<file path="config.mk">
export PLATFORM = sky130hd
export DESIGN_NAME = gvc_conversion
export DESIGN_NICKNAME = d
export VERILOG_FILES = /design/src/logic/gvc_pkg.sv /design/src/logic/gvc_conversion.sv /design/src/logic/gvc_float_to_byte.sv
export SDC_FILE = /design/constraint.sdc
export NUM_CORES = 1
export LEC_CHECK = 0
export BUFFER_PORTS_ARGS = -buffer_cell sky130_fd_sc_hd__buf_2
export CORE_AREA = 4 4 146 148
export CTS_BUF_LIST = sky130_fd_sc_hd__clkbuf_4 sky130_fd_sc_hd__clkbuf_8 sky130_fd_sc_hd__clkbuf_16
export DETAILED_ROUTE_END_ITERATION = 8
export DIE_AREA = 0 0 150 152
export MAX_ROUTING_LAYER = met4
export PLACE_DENSITY = 0.75
export SLEW_MARGIN = 40
export SYNTH_ARGS = -nofsm -noshare
export SYNTH_HDL_FRONTEND = slang
export SYNTH_SLANG_ARGS = --single-unit
</file>
<file path="constraint.sdc">
create_clock -name clk_sys -period 6.3 [get_ports clk_sys]
set_clock_uncertainty 0.2 [all_clocks]
set_input_delay 0.945 -clock clk_sys [delete_from_list [all_inputs] [get_ports clk_sys]]
set_output_delay 0.945 -clock clk_sys [all_outputs]
set_load 0.05 [all_outputs]
</file>
<file path="src/logic/gvc_pkg.sv">
// Package of constants and types for the GOOSE value conversion logic
package gvc_pkg;
  // Widths of carried values
  localparam int GVC_FLOAT_W = 32;
  localparam int GVC_WORD_W = 32;
  localparam int GVC_ENUM_W = 8;
  localparam int GVC_BYTE_W = 8;
  localparam int GVC_QUAL_W = 13;
  // Quality field positions
  localparam int GVC_QBIT_TEST = 11;
  localparam int GVC_QBIT_TIMEOUT = 2;
  localparam logic [GVC_QUAL_W-1:0] GVC_TEST_MASK = 13'h0800;
  // Reset and invalid substitute values
  localparam logic [GVC_FLOAT_W-1:0] GVC_FLOAT_ZERO = 32'h00000000;
  localparam logic [GVC_WORD_W-1:0] GVC_WORD_ZERO = 32'h00000000;
  localparam logic [GVC_ENUM_W-1:0] GVC_ENUM_ZERO = 8'h00;
  // Health enumeration codes
  localparam logic [GVC_ENUM_W-1:0] GVC_HEALTH_OK = 8'h01;
  localparam logic [GVC_ENUM_W-1:0] GVC_HEALTH_WARN = 8'h02;
  localparam logic [GVC_ENUM_W-1:0] GVC_HEALTH_ALARM = 8'h03;
  // Fault direction codes
  localparam logic [GVC_ENUM_W-1:0] GVC_DIR_FORWARD = 8'h01;
  localparam logic [GVC_ENUM_W-1:0] GVC_DIR_BACKWARD = 8'h02;
  // Command codes
  localparam logic [GVC_WORD_W-1:0] GVC_CMD_NONE = 32'h00000000;
  localparam logic [GVC_WORD_W-1:0] GVC_CMD_LOWER = 32'h00000001;
  localparam logic [GVC_WORD_W-1:0] GVC_CMD_RAISE = 32'h00000002;
  // Double position codes
  localparam logic [1:0] GVC_DP_INTER = 2'h0;
  localparam logic [1:0] GVC_DP_OPEN = 2'h1;
  localparam logic [1:0] GVC_DP_CLOSED = 2'h2;
  localparam logic [1:0] GVC_DP_BAD = 2'h3;
  // Float conversion constants
  localparam int GVC_EXP_BIAS = 127;
  localparam logic [GVC_BYTE_W-1:0] GVC_BYTE_MAX = 8'h7F;
  localparam logic [GVC_BYTE_W-1:0] GVC_BYTE_MIN = 8'h80;
endpackage

</file>
<file path="src/logic/gvc_conversion.sv">
// Top of the GOOSE value conversion logic, all outputs registered
`timescale 1ns/1ps
// Summary of operation
// Amplitude forwarded, zero when invalid
// Phase forwarded, zero when invalid
// Quality good when none or only test
// Quality bad when any non-test bit
// Link alive one, zero on timeout
// Health gives exactly one of ok/warn/alarm
// Missing or invalid health means alarm
// Float rounds to byte, saturates
// Invalid direction input clears both outputs
// Direction outputs from enumeration only
// Enum 1 lower, 2 raise, else none
// Word 1 lower, 2 raise, else none
// Encoder none 0, lower 1, raise 2
// Open/closed flags, zero when invalid
// Position healthy unless faulty/intermediate or invalid
// Valid needs link alive and good quality
// Enum and word zero when invalid
// Health 1 ok, 2 warning, else alarm
// Both raise and lower encode zero
module gvc_conversion
  import gvc_pkg::*;
(
  input wire logic clk_sys,
  input wire logic reset,
  input wire logic link_up,
  input wire logic [GVC_QUAL_W-1:0] rx_quality,
  input wire logic [1:0] dp_source,
  input wire logic [GVC_FLOAT_W-1:0] amplitude_source,
  input wire logic [GVC_FLOAT_W-1:0] phase_source,
  input wire logic [GVC_ENUM_W-1:0] enum_source,
  input wire logic [GVC_WORD_W-1:0] word_source,
  input wire logic [GVC_QUAL_W-1:0] eval_quality,
  input wire logic [GVC_ENUM_W-1:0] health_in,
  input wire logic health_valid,
  input wire logic [GVC_ENUM_W-1:0] dir_in,
  input wire logic dir_valid,
  input wire logic [GVC_FLOAT_W-1:0] float_in,
  input wire logic [GVC_ENUM_W-1:0] cmd_enum_in,
  input wire logic [GVC_WORD_W-1:0] cmd_word_in,
  input wire logic raise_in,
  input wire logic lower_in,
  output logic valid_ff,
  output logic position_open_flag_ff,
  output logic position_closed_flag_ff,
  output logic position_ok_ff,
  output logic [GVC_FLOAT_W-1:0] amplitude_out_ff,
  output logic [GVC_FLOAT_W-1:0] phase_out_ff,
  output logic [GVC_ENUM_W-1:0] enum_out_ff,
  output logic [GVC_WORD_W-1:0] word_out_ff,
  output logic quality_good_ff,
  output logic quality_bad_ff,
  output logic peer_link_alive_ff,
  output logic health_ok_ff,
  output logic health_warning_ff,
  output logic health_alarm_ff,
  output logic [GVC_BYTE_W-1:0] byte_out_ff,
  output logic direction_forward_ff,
  output logic direction_backward_ff,
  output logic enum_raise_ff,
  output logic enum_lower_ff,
  output logic word_raise_ff,
  output logic word_lower_ff,
  output logic [GVC_WORD_W-1:0] cmd_word_out_ff
);
  // Decoded command pair, raise in bit 1
  function automatic logic [1:0] gvc_cmd_decode(input logic [GVC_WORD_W-1:0] code);
    if (code == GVC_CMD_LOWER) begin
      // Lower only
      return 2'h1;
    end else if (code == GVC_CMD_RAISE) begin
      // Raise only
      return 2'h2;
    end else begin
      // Zero and every unlisted code give no command
      return 2'h0;
    end
  endfunction

  // Quality bits other than test
  function automatic logic gvc_qual_bad(input logic [GVC_QUAL_W-1:0] q);
    return |(q & ~GVC_TEST_MASK);
  endfunction

  // Combinational terms feeding the output blocks
  logic nxt_valid; // Combined receive validity
  logic [1:0] enum_cmd; // Enumerated command decode
  logic [1:0] word_cmd; // Integer command decode
  logic [GVC_ENUM_W-1:0] health_eff; // Health after invalid substitution

  // Validity gate and decodes, all from the current inputs
  assign nxt_valid = link_up && !gvc_qual_bad(rx_quality);
  assign enum_cmd = gvc_cmd_decode({{(GVC_WORD_W-GVC_ENUM_W){1'b0}}, cmd_enum_in});
  assign word_cmd = gvc_cmd_decode(cmd_word_in);
  assign health_eff = health_valid ? health_in : GVC_ENUM_ZERO;

  // Receiver validity
  always_ff @(posedge clk_sys or posedge reset) begin
    if (reset) begin
      // Cleared while reset is held
      valid_ff <= 1'b0;
    end else begin
      // Valid one cycle after its inputs
      valid_ff <= nxt_valid;
    end
  end

  // Double position receiver
  always_ff @(posedge clk_sys or posedge reset) begin
    if (reset) begin
      // Cleared while reset is held
      position_open_flag_ff <= 1'b0;
      position_closed_flag_ff <= 1'b0;
      position_ok_ff <= 1'b0;
    end else begin
      // Flags follow the received position code
      position_open_flag_ff <= nxt_valid && (dp_source == GVC_DP_OPEN);
      position_closed_flag_ff <= nxt_valid && (dp_source == GVC_DP_CLOSED);
      // Healthy only for a settled end position
      position_ok_ff <= nxt_valid && (dp_source != GVC_DP_INTER)
                        && (dp_source != GVC_DP_BAD);
    end
  end

  // Value receivers, zero substitute when invalid
  always_ff @(posedge clk_sys or posedge reset) begin
    if (reset) begin
      // Cleared while reset is held
      amplitude_out_ff <= GVC_FLOAT_ZERO;
      phase_out_ff <= GVC_FLOAT_ZERO;
      enum_out_ff <= GVC_ENUM_ZERO;
      word_out_ff <= GVC_WORD_ZERO;
    end else begin
      amplitude_out_ff <= nxt_valid ? amplitude_source : GVC_FLOAT_ZERO;
      phase_out_ff <= nxt_valid ? phase_source : GVC_FLOAT_ZERO;
      enum_out_ff <= nxt_valid ? enum_source : GVC_ENUM_ZERO;
      word_out_ff <= nxt_valid ? word_source : GVC_WORD_ZERO;
    end
  end

  // Quality evaluators
  always_ff @(posedge clk_sys or posedge reset) begin
    if (reset) begin
      // Cleared while reset is held
      quality_good_ff <= 1'b0;
      quality_bad_ff <= 1'b0;
      peer_link_alive_ff <= 1'b0;
    end else begin
      // Test bit alone still counts as good quality
      quality_good_ff <= !gvc_qual_bad(eval_quality);
      quality_bad_ff <= gvc_qual_bad(eval_quality);
      peer_link_alive_ff <= !eval_quality[GVC_QBIT_TIMEOUT];
    end
  end

  // Health decoder, one hot
  always_ff @(posedge clk_sys or posedge reset) begin
    if (reset) begin
      // Cleared while reset is held
      health_ok_ff <= 1'b0;
      health_warning_ff <= 1'b0;
      health_alarm_ff <= 1'b0;
    end else begin
      health_ok_ff <= (health_eff == GVC_HEALTH_OK);
      health_warning_ff <= (health_eff == GVC_HEALTH_WARN);
      // Alarm covers code 3 and every unknown code
      health_alarm_ff <= (health_eff != GVC_HEALTH_OK)
                         && (health_eff != GVC_HEALTH_WARN);
    end
  end

  // Direction decoder
  always_ff @(posedge clk_sys or posedge reset) begin
    if (reset) begin
      // Cleared while reset is held
      direction_forward_ff <= 1'b0;
      direction_backward_ff <= 1'b0;
    end else begin
      // Unknown codes and invalid input leave both low
      direction_forward_ff <= dir_valid && (dir_in == GVC_DIR_FORWARD);
      direction_backward_ff <= dir_valid && (dir_in == GVC_DIR_BACKWARD);
    end
  end

  // Command decoders
  always_ff @(posedge clk_sys or posedge reset) begin
    if (reset) begin
      // Cleared while reset is held
      enum_raise_ff <= 1'b0;
      enum_lower_ff <= 1'b0;
      word_raise_ff <= 1'b0;
      word_lower_ff <= 1'b0;
    end else begin
      // Both decoders share one mapping function
      enum_raise_ff <= enum_cmd[1];
      enum_lower_ff <= enum_cmd[0];
      word_raise_ff <= word_cmd[1];
      word_lower_ff <= word_cmd[0];
    end
  end

  // Command encoder
  always_ff @(posedge clk_sys or posedge reset) begin
    if (reset) begin
      // Cleared while reset is held
      cmd_word_out_ff <= GVC_CMD_NONE;
    end else if (raise_in && !lower_in) begin
      // Raise alone
      cmd_word_out_ff <= GVC_CMD_RAISE;
    end else if (lower_in && !raise_in) begin
      // Lower alone
      cmd_word_out_ff <= GVC_CMD_LOWER;
    end else begin
      // Neither or both give zero
      cmd_word_out_ff <= GVC_CMD_NONE;
    end
  end

  // Float converter
  // Registered inside, so its latency matches the other outputs
  gvc_float_to_byte u_f2b (
    .clk_sys(clk_sys),
    .reset(reset),
    .float_in(float_in),
    .byte_ff(byte_out_ff)
  );
endmodule

</file>
<file path="src/logic/gvc_float_to_byte.sv">
// Float to signed byte converter with rounding and saturation
`timescale 1ns/1ps
module gvc_float_to_byte
  import gvc_pkg::*;
(
  input wire logic clk_sys,
  input wire logic reset,
  input wire logic [GVC_FLOAT_W-1:0] float_in,
  output logic [GVC_BYTE_W-1:0] byte_ff
);
  // Float fields
  logic sign;
  logic [7:0] expo;
  logic [23:0] mant;
  logic [GVC_BYTE_W-1:0] nxt_byte;
  assign sign = float_in[31];
  assign expo = float_in[30:23];
  assign mant = {1'b1, float_in[22:0]};

  // Round half away from zero, then clamp
  always_comb begin
    logic [8:0] amplitude_out;
    logic [31:0] shifted;
    int sh;
    amplitude_out = 9'h000;
    shifted = 32'h00000000;
    sh = 0;
    if (expo < 8'h7E) begin
      // Below one half rounds to zero
      amplitude_out = 9'h000;
    end else if (expo > 8'h86) begin
      // Far out of range
      amplitude_out = 9'h1FF;
    end else begin
      // Keep one fraction bit for rounding
      sh = 23 - (int'(expo) - GVC_EXP_BIAS) - 1;
      shifted = {8'h00, mant} >> sh;
      amplitude_out = 9'((shifted + 32'h1) >> 1);
    end
    if (sign) begin
      nxt_byte = (amplitude_out >= 9'h080) ? GVC_BYTE_MIN : GVC_BYTE_W'(-amplitude_out);
    end else begin
      nxt_byte = (amplitude_out >= 9'h07F) ? GVC_BYTE_MAX : amplitude_out[7:0];
    end
  end

  // Output register
  always_ff @(posedge clk_sys or posedge reset) begin
    if (reset) begin
      byte_ff <= 8'h00;
    end else begin
      byte_ff <= nxt_byte;
    end
  end
endmodule

</file>
* Yosys cells after proc, flatten, opt, wreduce, memory -nomap -nowiden
Index checks and enable logic that the tools add are counted.
** Word-level totals
- Word-level logic and storage cells :: 79
- ROM bits :: 0
- Latch bits :: 0
- Input port bits :: 227
- Output and inout bits :: 160
- Memories :: 0
- Register bits after elaboration :: 160
- Memory bits (writable) :: 0
** Cells by class
- Div/mod/pow operators :: 0
- Mux-type cells :: 16
- Shifts and indexed selects :: 1
- $add $sub $neg :: 5
- $mul :: 0
- Equal/unequal tests :: 13
- Reduce and logical (&&, ||, !) cells :: 18
- $lt $le $gt $ge :: 4
- Bitwise gates (word level) :: 0
** Operators by type and width (count)
- two-way mux 32 bit :: 4
- two-way mux 8 bit :: 5
- == test 32 x 1 -> 1 bit (second input constant) :: 1
- == test 32 x 2 -> 1 bit (second input constant) :: 1
- >> shifter 24 x 32 -> 10 bit :: 1
- subtractor 32 x 2 -> 32 bit (second input constant) :: 1
- subtractor 6 x 32 -> 32 bit (first input constant) :: 1
- == test 8 x 1 -> 1 bit (second input constant) :: 3
- == test 8 x 2 -> 1 bit (second input constant) :: 3
- OR reduction 12 bit :: 2
- two-way mux 9 bit :: 2
- adder 10 x 1 -> 10 bit (second input constant) :: 1
- logical AND 1 bit :: 10
- >= comparator 9 x 7 -> 1 bit (second input constant) :: 1
- >= comparator 9 x 8 -> 1 bit (second input constant) :: 1
- subtractor 8 x 7 -> 9 bit (second input constant) :: 1
- greater-than comparator 8 bit (second input constant) :: 1
- < comparator 8 x 7 -> 1 bit (second input constant) :: 1
- two-way mux 2 bit :: 4
- inequality test 8 x 1 -> 1 bit (second input constant) :: 1
- inequality test 8 x 2 -> 1 bit (second input constant) :: 1
- negator 8 bit :: 1
- logical NOT 1 bit :: 5
- == test 2 x 1 -> 1 bit (second input constant) :: 1
- other kinds (4) :: 4

* Logic depth before layout (Yosys ltp)
- Depth after elaboration :: 10
- Depth in mapped cells :: 29
- Mapped depth without buffers :: 25

* Modules after synthesis
A second synthesis with hierarchy kept.
** Unflattened totals
- Cells, all modules :: 654
- Area total of the unflattened synthesis :: 7039.3 um^2
** Modules (own cells, without submodules)
- gvc_conversion :: cells an instance 318, sequential area each 3052.9 um^2, instances 1, area an instance 4319.1 um^2
- gvc_float_to_byte :: cells an instance 336, sequential area each 200.2 um^2, instances 1, area an instance 2720.1 um^2

* Least setup slack after synthesis
Ideal clock, no wire load.
- Path kind :: in2reg
- Start :: in float_in[23]
- End :: reg u_f2b.byte_ff[1]
- Path slack :: 0.273 ns
- Required time :: 6.018 ns
- Arrival time :: 5.745 ns
- Setup time :: 0.082 ns
- Stages on the path :: 28
- Buffers on the path :: 5
- Cell sequence :: buf_6 buf_6 buf_2 inv_1 ha_1 buf_4 nor3_1 o21ai_1 a21o_4 and2_0 inv_1 ha_1 nor4_1 nand4_1 nor3_1 nand3_1 a21oi_1 a31oi_1 nor2_1 ha_1 nand2_1 nand4bb_1 o32a_1 o31ai_1 a21oi_1 buf_2 o31a_1 a31oi_1
** On the way
- Longest elaborated chain between the ends :: 10
- Elaborated cells on any way between the ends :: 15
- Classes of those cells :: 5 x add/sub; 4 x order compare; 1 x shift; 5 x mux
** Ends and longest elaborated chain
- start, declared :: RTL line gvc_conversion.sv:40 : input wire logic [GVC_FLOAT_W-1:0] float_in,
- subtractor 8 x 7 -> 9 bit :: RTL line gvc_float_to_byte.sv:36 : sh = 23 - (int'(expo) - GVC_EXP_BIAS) - 1;
- subtractor 6 x 32 -> 32 bit :: RTL line gvc_float_to_byte.sv:36
- subtractor 32 x 2 -> 32 bit :: RTL line gvc_float_to_byte.sv:36
- >> shifter 24 x 32 -> 10 bit :: RTL line gvc_float_to_byte.sv:37 : shifted = {8'h00, mant} >> sh;
- adder 10 x 1 -> 10 bit :: RTL line gvc_float_to_byte.sv:38 : amplitude_out = 9'((shifted + 32'h1) >> 1);
- two-way mux 9 bit :: RTL line gvc_float_to_byte.sv:31 : end else if (expo > 8'h86) begin
- two-way mux 9 bit (*) :: RTL line gvc_float_to_byte.sv:28 : if (expo < 8'h7E) begin
- negator 8 bit (tied with other cells) :: RTL line gvc_float_to_byte.sv:41 : nxt_byte = (amplitude_out >= 9'h080) ? GVC_BYTE_MIN : GVC_BYTE_W'(-amplitude_out);
- two-way mux 8 bit, on equally long branches :: RTL line gvc_float_to_byte.sv:41, gvc_float_to_byte.sv:43
- two-way mux 8 bit (*) :: RTL line gvc_float_to_byte.sv:40 : if (sign) begin
- via u_f2b.nxt_byte[1] :: RTL line gvc_float_to_byte.sv:15 : logic [GVC_BYTE_W-1:0] nxt_byte;
- end signal, assigned :: RTL line gvc_float_to_byte.sv:52 : byte_ff <= nxt_byte;
- end, declared :: RTL line gvc_float_to_byte.sv:9 : output logic [GVC_BYTE_W-1:0] byte_ff
The timed path passes the listed nets; every way through them passes the cells marked *.

* Worst setup path in the final report
- Start :: in float_in[23]
- End :: reg u_f2b.byte_ff[7]
Same word-level chain as after synthesis.

==> flow_summary.toml <==
[run_status]
status = "finished, final reports clean"

[placed_design]
place_ws_ns = 0.104
place_congestion = 0.934
dpl-instance-area_um2 = 9160
port_buffers = 354
dpl.hpwl_mm = 18.7

[power_and_ir_drop]
peakVddDrop_mv = 0.147
p_switching_uw = 639
clockPowerShare_pct = 42.6
p_per_area_nw_per_um2 = 227
seq_power_share_pct = 38.3
total_leakage_power_nw = 5.13
finalPower_mw = 2.21
netSwitchingFraction_pct = 29.0
comb_power_share_pct = 19.2
p_int_mw = 1.57

[drt]
drt_iter0_drc = 380
via_per_inst = 4.87
via_count = 6334
drtPass1Iterations = 4
drc = 0
routed_wl_mm = 22.9
detail_route.wl_per_cell_um = 17.6
ant_nets = 0

[timing]
finalWorstSetupSlack_ns = 0.551
drv_slew = 0
rsz0062_at_grt = "false"
finalSetupViolations = 0
min_period_ns = 5.75
timing.fmax_mhz = 174
finalSetupTns_ns = 0
min_period_over_period_pct = 91.3
max_slew_margin_pct = 54.1
worst_slew_pin_slew_ns = 0.689
final-hold-violation-count = 0

[cts]
cts_tree = "built"
clk_path_buf_depth = 2
clockRootBuffer = "clkbuf_16"
numCtsBuffers = 17
clk_pin_slew_ns = 0.06
postCtsSetupBuffers = 0
cts_sinks = 130
htree_levels = 4

[setup_path]
critical_path.max_fanout = 13
worstPathArrival_ns = 5.83
worstSetupStartpointType = "input port"
cp.required_ns = 6.38
endpoint_kind = "flop"
critPathKind = "input port to flop"

[cells_and_area]
finish.utilization_pct = 48.6
layout.nets = 1255
layout-drive-gt1-share_pct = 44.8
multi_input_area_um2 = 3610
synthToLayoutAreaGrowth_pct = 34.4
area.sequential_um2 = 3250
nFillCells = 1934
finalInstanceArea_um2 = 9740

[yosys]
yosys.area.top_type = "dfrtp_1"
syn-cell-area_um2 = 7250
synth_seq_cells = 130
synth_top_family_by_area = "simple AND/OR/NAND/NOR gates"
async_flop_share_pct = 100
synth_compound_area_share_pct = 12.2
synthMuxAreaShare_pct = 8.96
synth_xor_area_share_pct = 2.07
ys_top_cells_by_area = "dfrtp_1 (45%), and2_1 (9.3%), mux4_2 (6.8%)"
syn-instance-count = 665
yosysMostFrequentCell = "dfrtp_1"
yosysTopAreaCellShare_pct = 44.9
avgSynthCellArea_um2 = 10.9
synth_ff_type = "dfrtp_1"
ys_top_cells_by_count = "dfrtp_1 (130), and2_1 (108), nor2_1 (42), buf_4 (32), nand2_1 (30)"
synth-edff-count = 0
yosys.area_share.adder_pct = 2.24
yosys_warnings = 0
ys_seq_area_share_pct = 44.9
synth.distinct_cells = 89
yosys.area_share.simple_pct = 22.7

[floorplanning]
initial_core_util_pct = 36.2
ioPinCount = 387
core_um2 = 20000
die_y_um = 152
chipWidth_um = 150
die-area_um2 = 22800
rows = 52

[global_routing]
antenna_found_initial = 2
grt_pass1_wl_mm = 34.2
grt_overflow = 0
grt_max_degree = 108
grt.total_usage_pct = 20.0
grt_pass1_vias = 6117

[worst_hold_path]
hold_class = "input port to async pin"

[run]
drv_cap = 0
==> registers in the layout, indices dropped and copies added (netlist names), 2 cells and up <==
signal            count
word_out_ff          32
phase_out_ff         32
u_f2b.byte_ff         8
enum_out_ff           8
cmd_word_out_ff       2
amplitude_out_ff     32
==> final cells by class <==
cell class / count / share of cell area, %
clock buffers: 19 / 4.52
well taps: 270 / 3.47
flip-flops and latches: 130 / 33.4
repair buffers: 369 / 19.4
diodes: 2 / 0.0514
multi-input cells: 479 / 37.1
clock inverters: 13 / 1.31
inverters: 18 / 0.745
==> cells by family (layout without fill, tap and decap cells) <==
| logic type | after synthesis | after routing |
|---|---|---|
| and+or+nand+nor | 281 | 281 |
| DFF | 130 | 130 |
| AOI/OAI and AO/OA | 108 | 108 |
| buffers and inverters | 85 | 419 |
| muxes | 37 | 37 |
| adders and majority gates | 13 | 13 |
| xor gates and xnor gates | 10 | 10 |
| other | 1 | 32 |
==> placed cells by master, fill, tap and decap left out, types with 6 or more instances in the layout <==
cell	n
a21oi_1	17
and2_1	108
buf_2	354
buf_4	13
clkbuf_16	17
conb_1	30
dfrtp_1	130
ha_1	12
inv_1	17
mux2i_1	12
mux4_2	22
nand2_1	30
nand3_1	8
nand4_1	6
nor2_1	42
nor3_1	11
nor3b_1	8
nor4_1	23
o211ai_1	9
o21ai_0	7
o31ai_1	7
==> worst max-delay path: stages <==
cell and delay (ns):
buf_2 0.26, inv_1 0.16, ha_1 0.39, nor3_1 0.06, o21ai_1 0.25, a21o_4 0.21
and2_0 0.28, inv_1 0.08, ha_1 0.18, nor4_1 0.26, nand4_1 0.12, nor3_1 0.29
nand3_1 0.11, a21oi_1 0.12, a31oi_1 0.07, nor2_1 0.14, ha_1 0.20, nand2_1 0.05
nand4bb_1 0.34, nor4_1 0.35, mux2i_1 0.15, a21oi_1 0.28, nand2_1 0.12, o41a_1 0.38
==> stage by stage <==
stage / std cells / hold slack [ns]
CTS: 1298 / 0.395
floorplan: 694 / 0.804
detailed placement: 1266 / 0.831
finish: 1300 / 0.379
global placement: 1266 / 0.815
global route: 1300 / 0.416
==> power groups by stage <==
stage	Sequential (mW)	Combinational, mW	Clock [mW]
global route	0.844	0.463	1.01
detailed placement	0.859	0.422	0
global placement	0.860	0.415	0
floorplan	0.879	0.286	0
CTS	0.844	0.424	0.963
finish	0.844	0.423	0.939
==> worst paths after layout <==
| kind | startpoint | to | slack, ns | depth (start not counted) |
|---|---|---|---|---|
| setup / recovery | float_in[23] | u_f2b.byte_ff[7]$_DFF_PP0_ | 0.55 | 24 |
| hold / removal | reset | quality_bad_ff$_DFF_PP0_ | 0.38 | 2 |
| max in group asynchronous | reset | amplitude_out_ff[5]$_DFF_PP0_ | 4.45 | 3 |
| min in group clk_sys | cmd_enum_in[0] | enum_raise_ff$_DFF_PP0_ | 0.50 | 2 |
==> metal layers <==
metal	up-vias	share of wire [%]	global-route usage, %
met2	273	48	31.5
li1	3043	-	-
met1	2992	43	26.5
met3	26	7.4	4.23
met5	-	0	-
met4	0	1.6	4.79
==> what timing repair did <==
action                                  4_1_cts  5_1_grt
endpoints found under the setup margin        0        6
endpoints found under the hold margin         0        0
hold buffers                                  0        0
gates resized for setup                       0        1
Power figures use the tool's default switching activity.
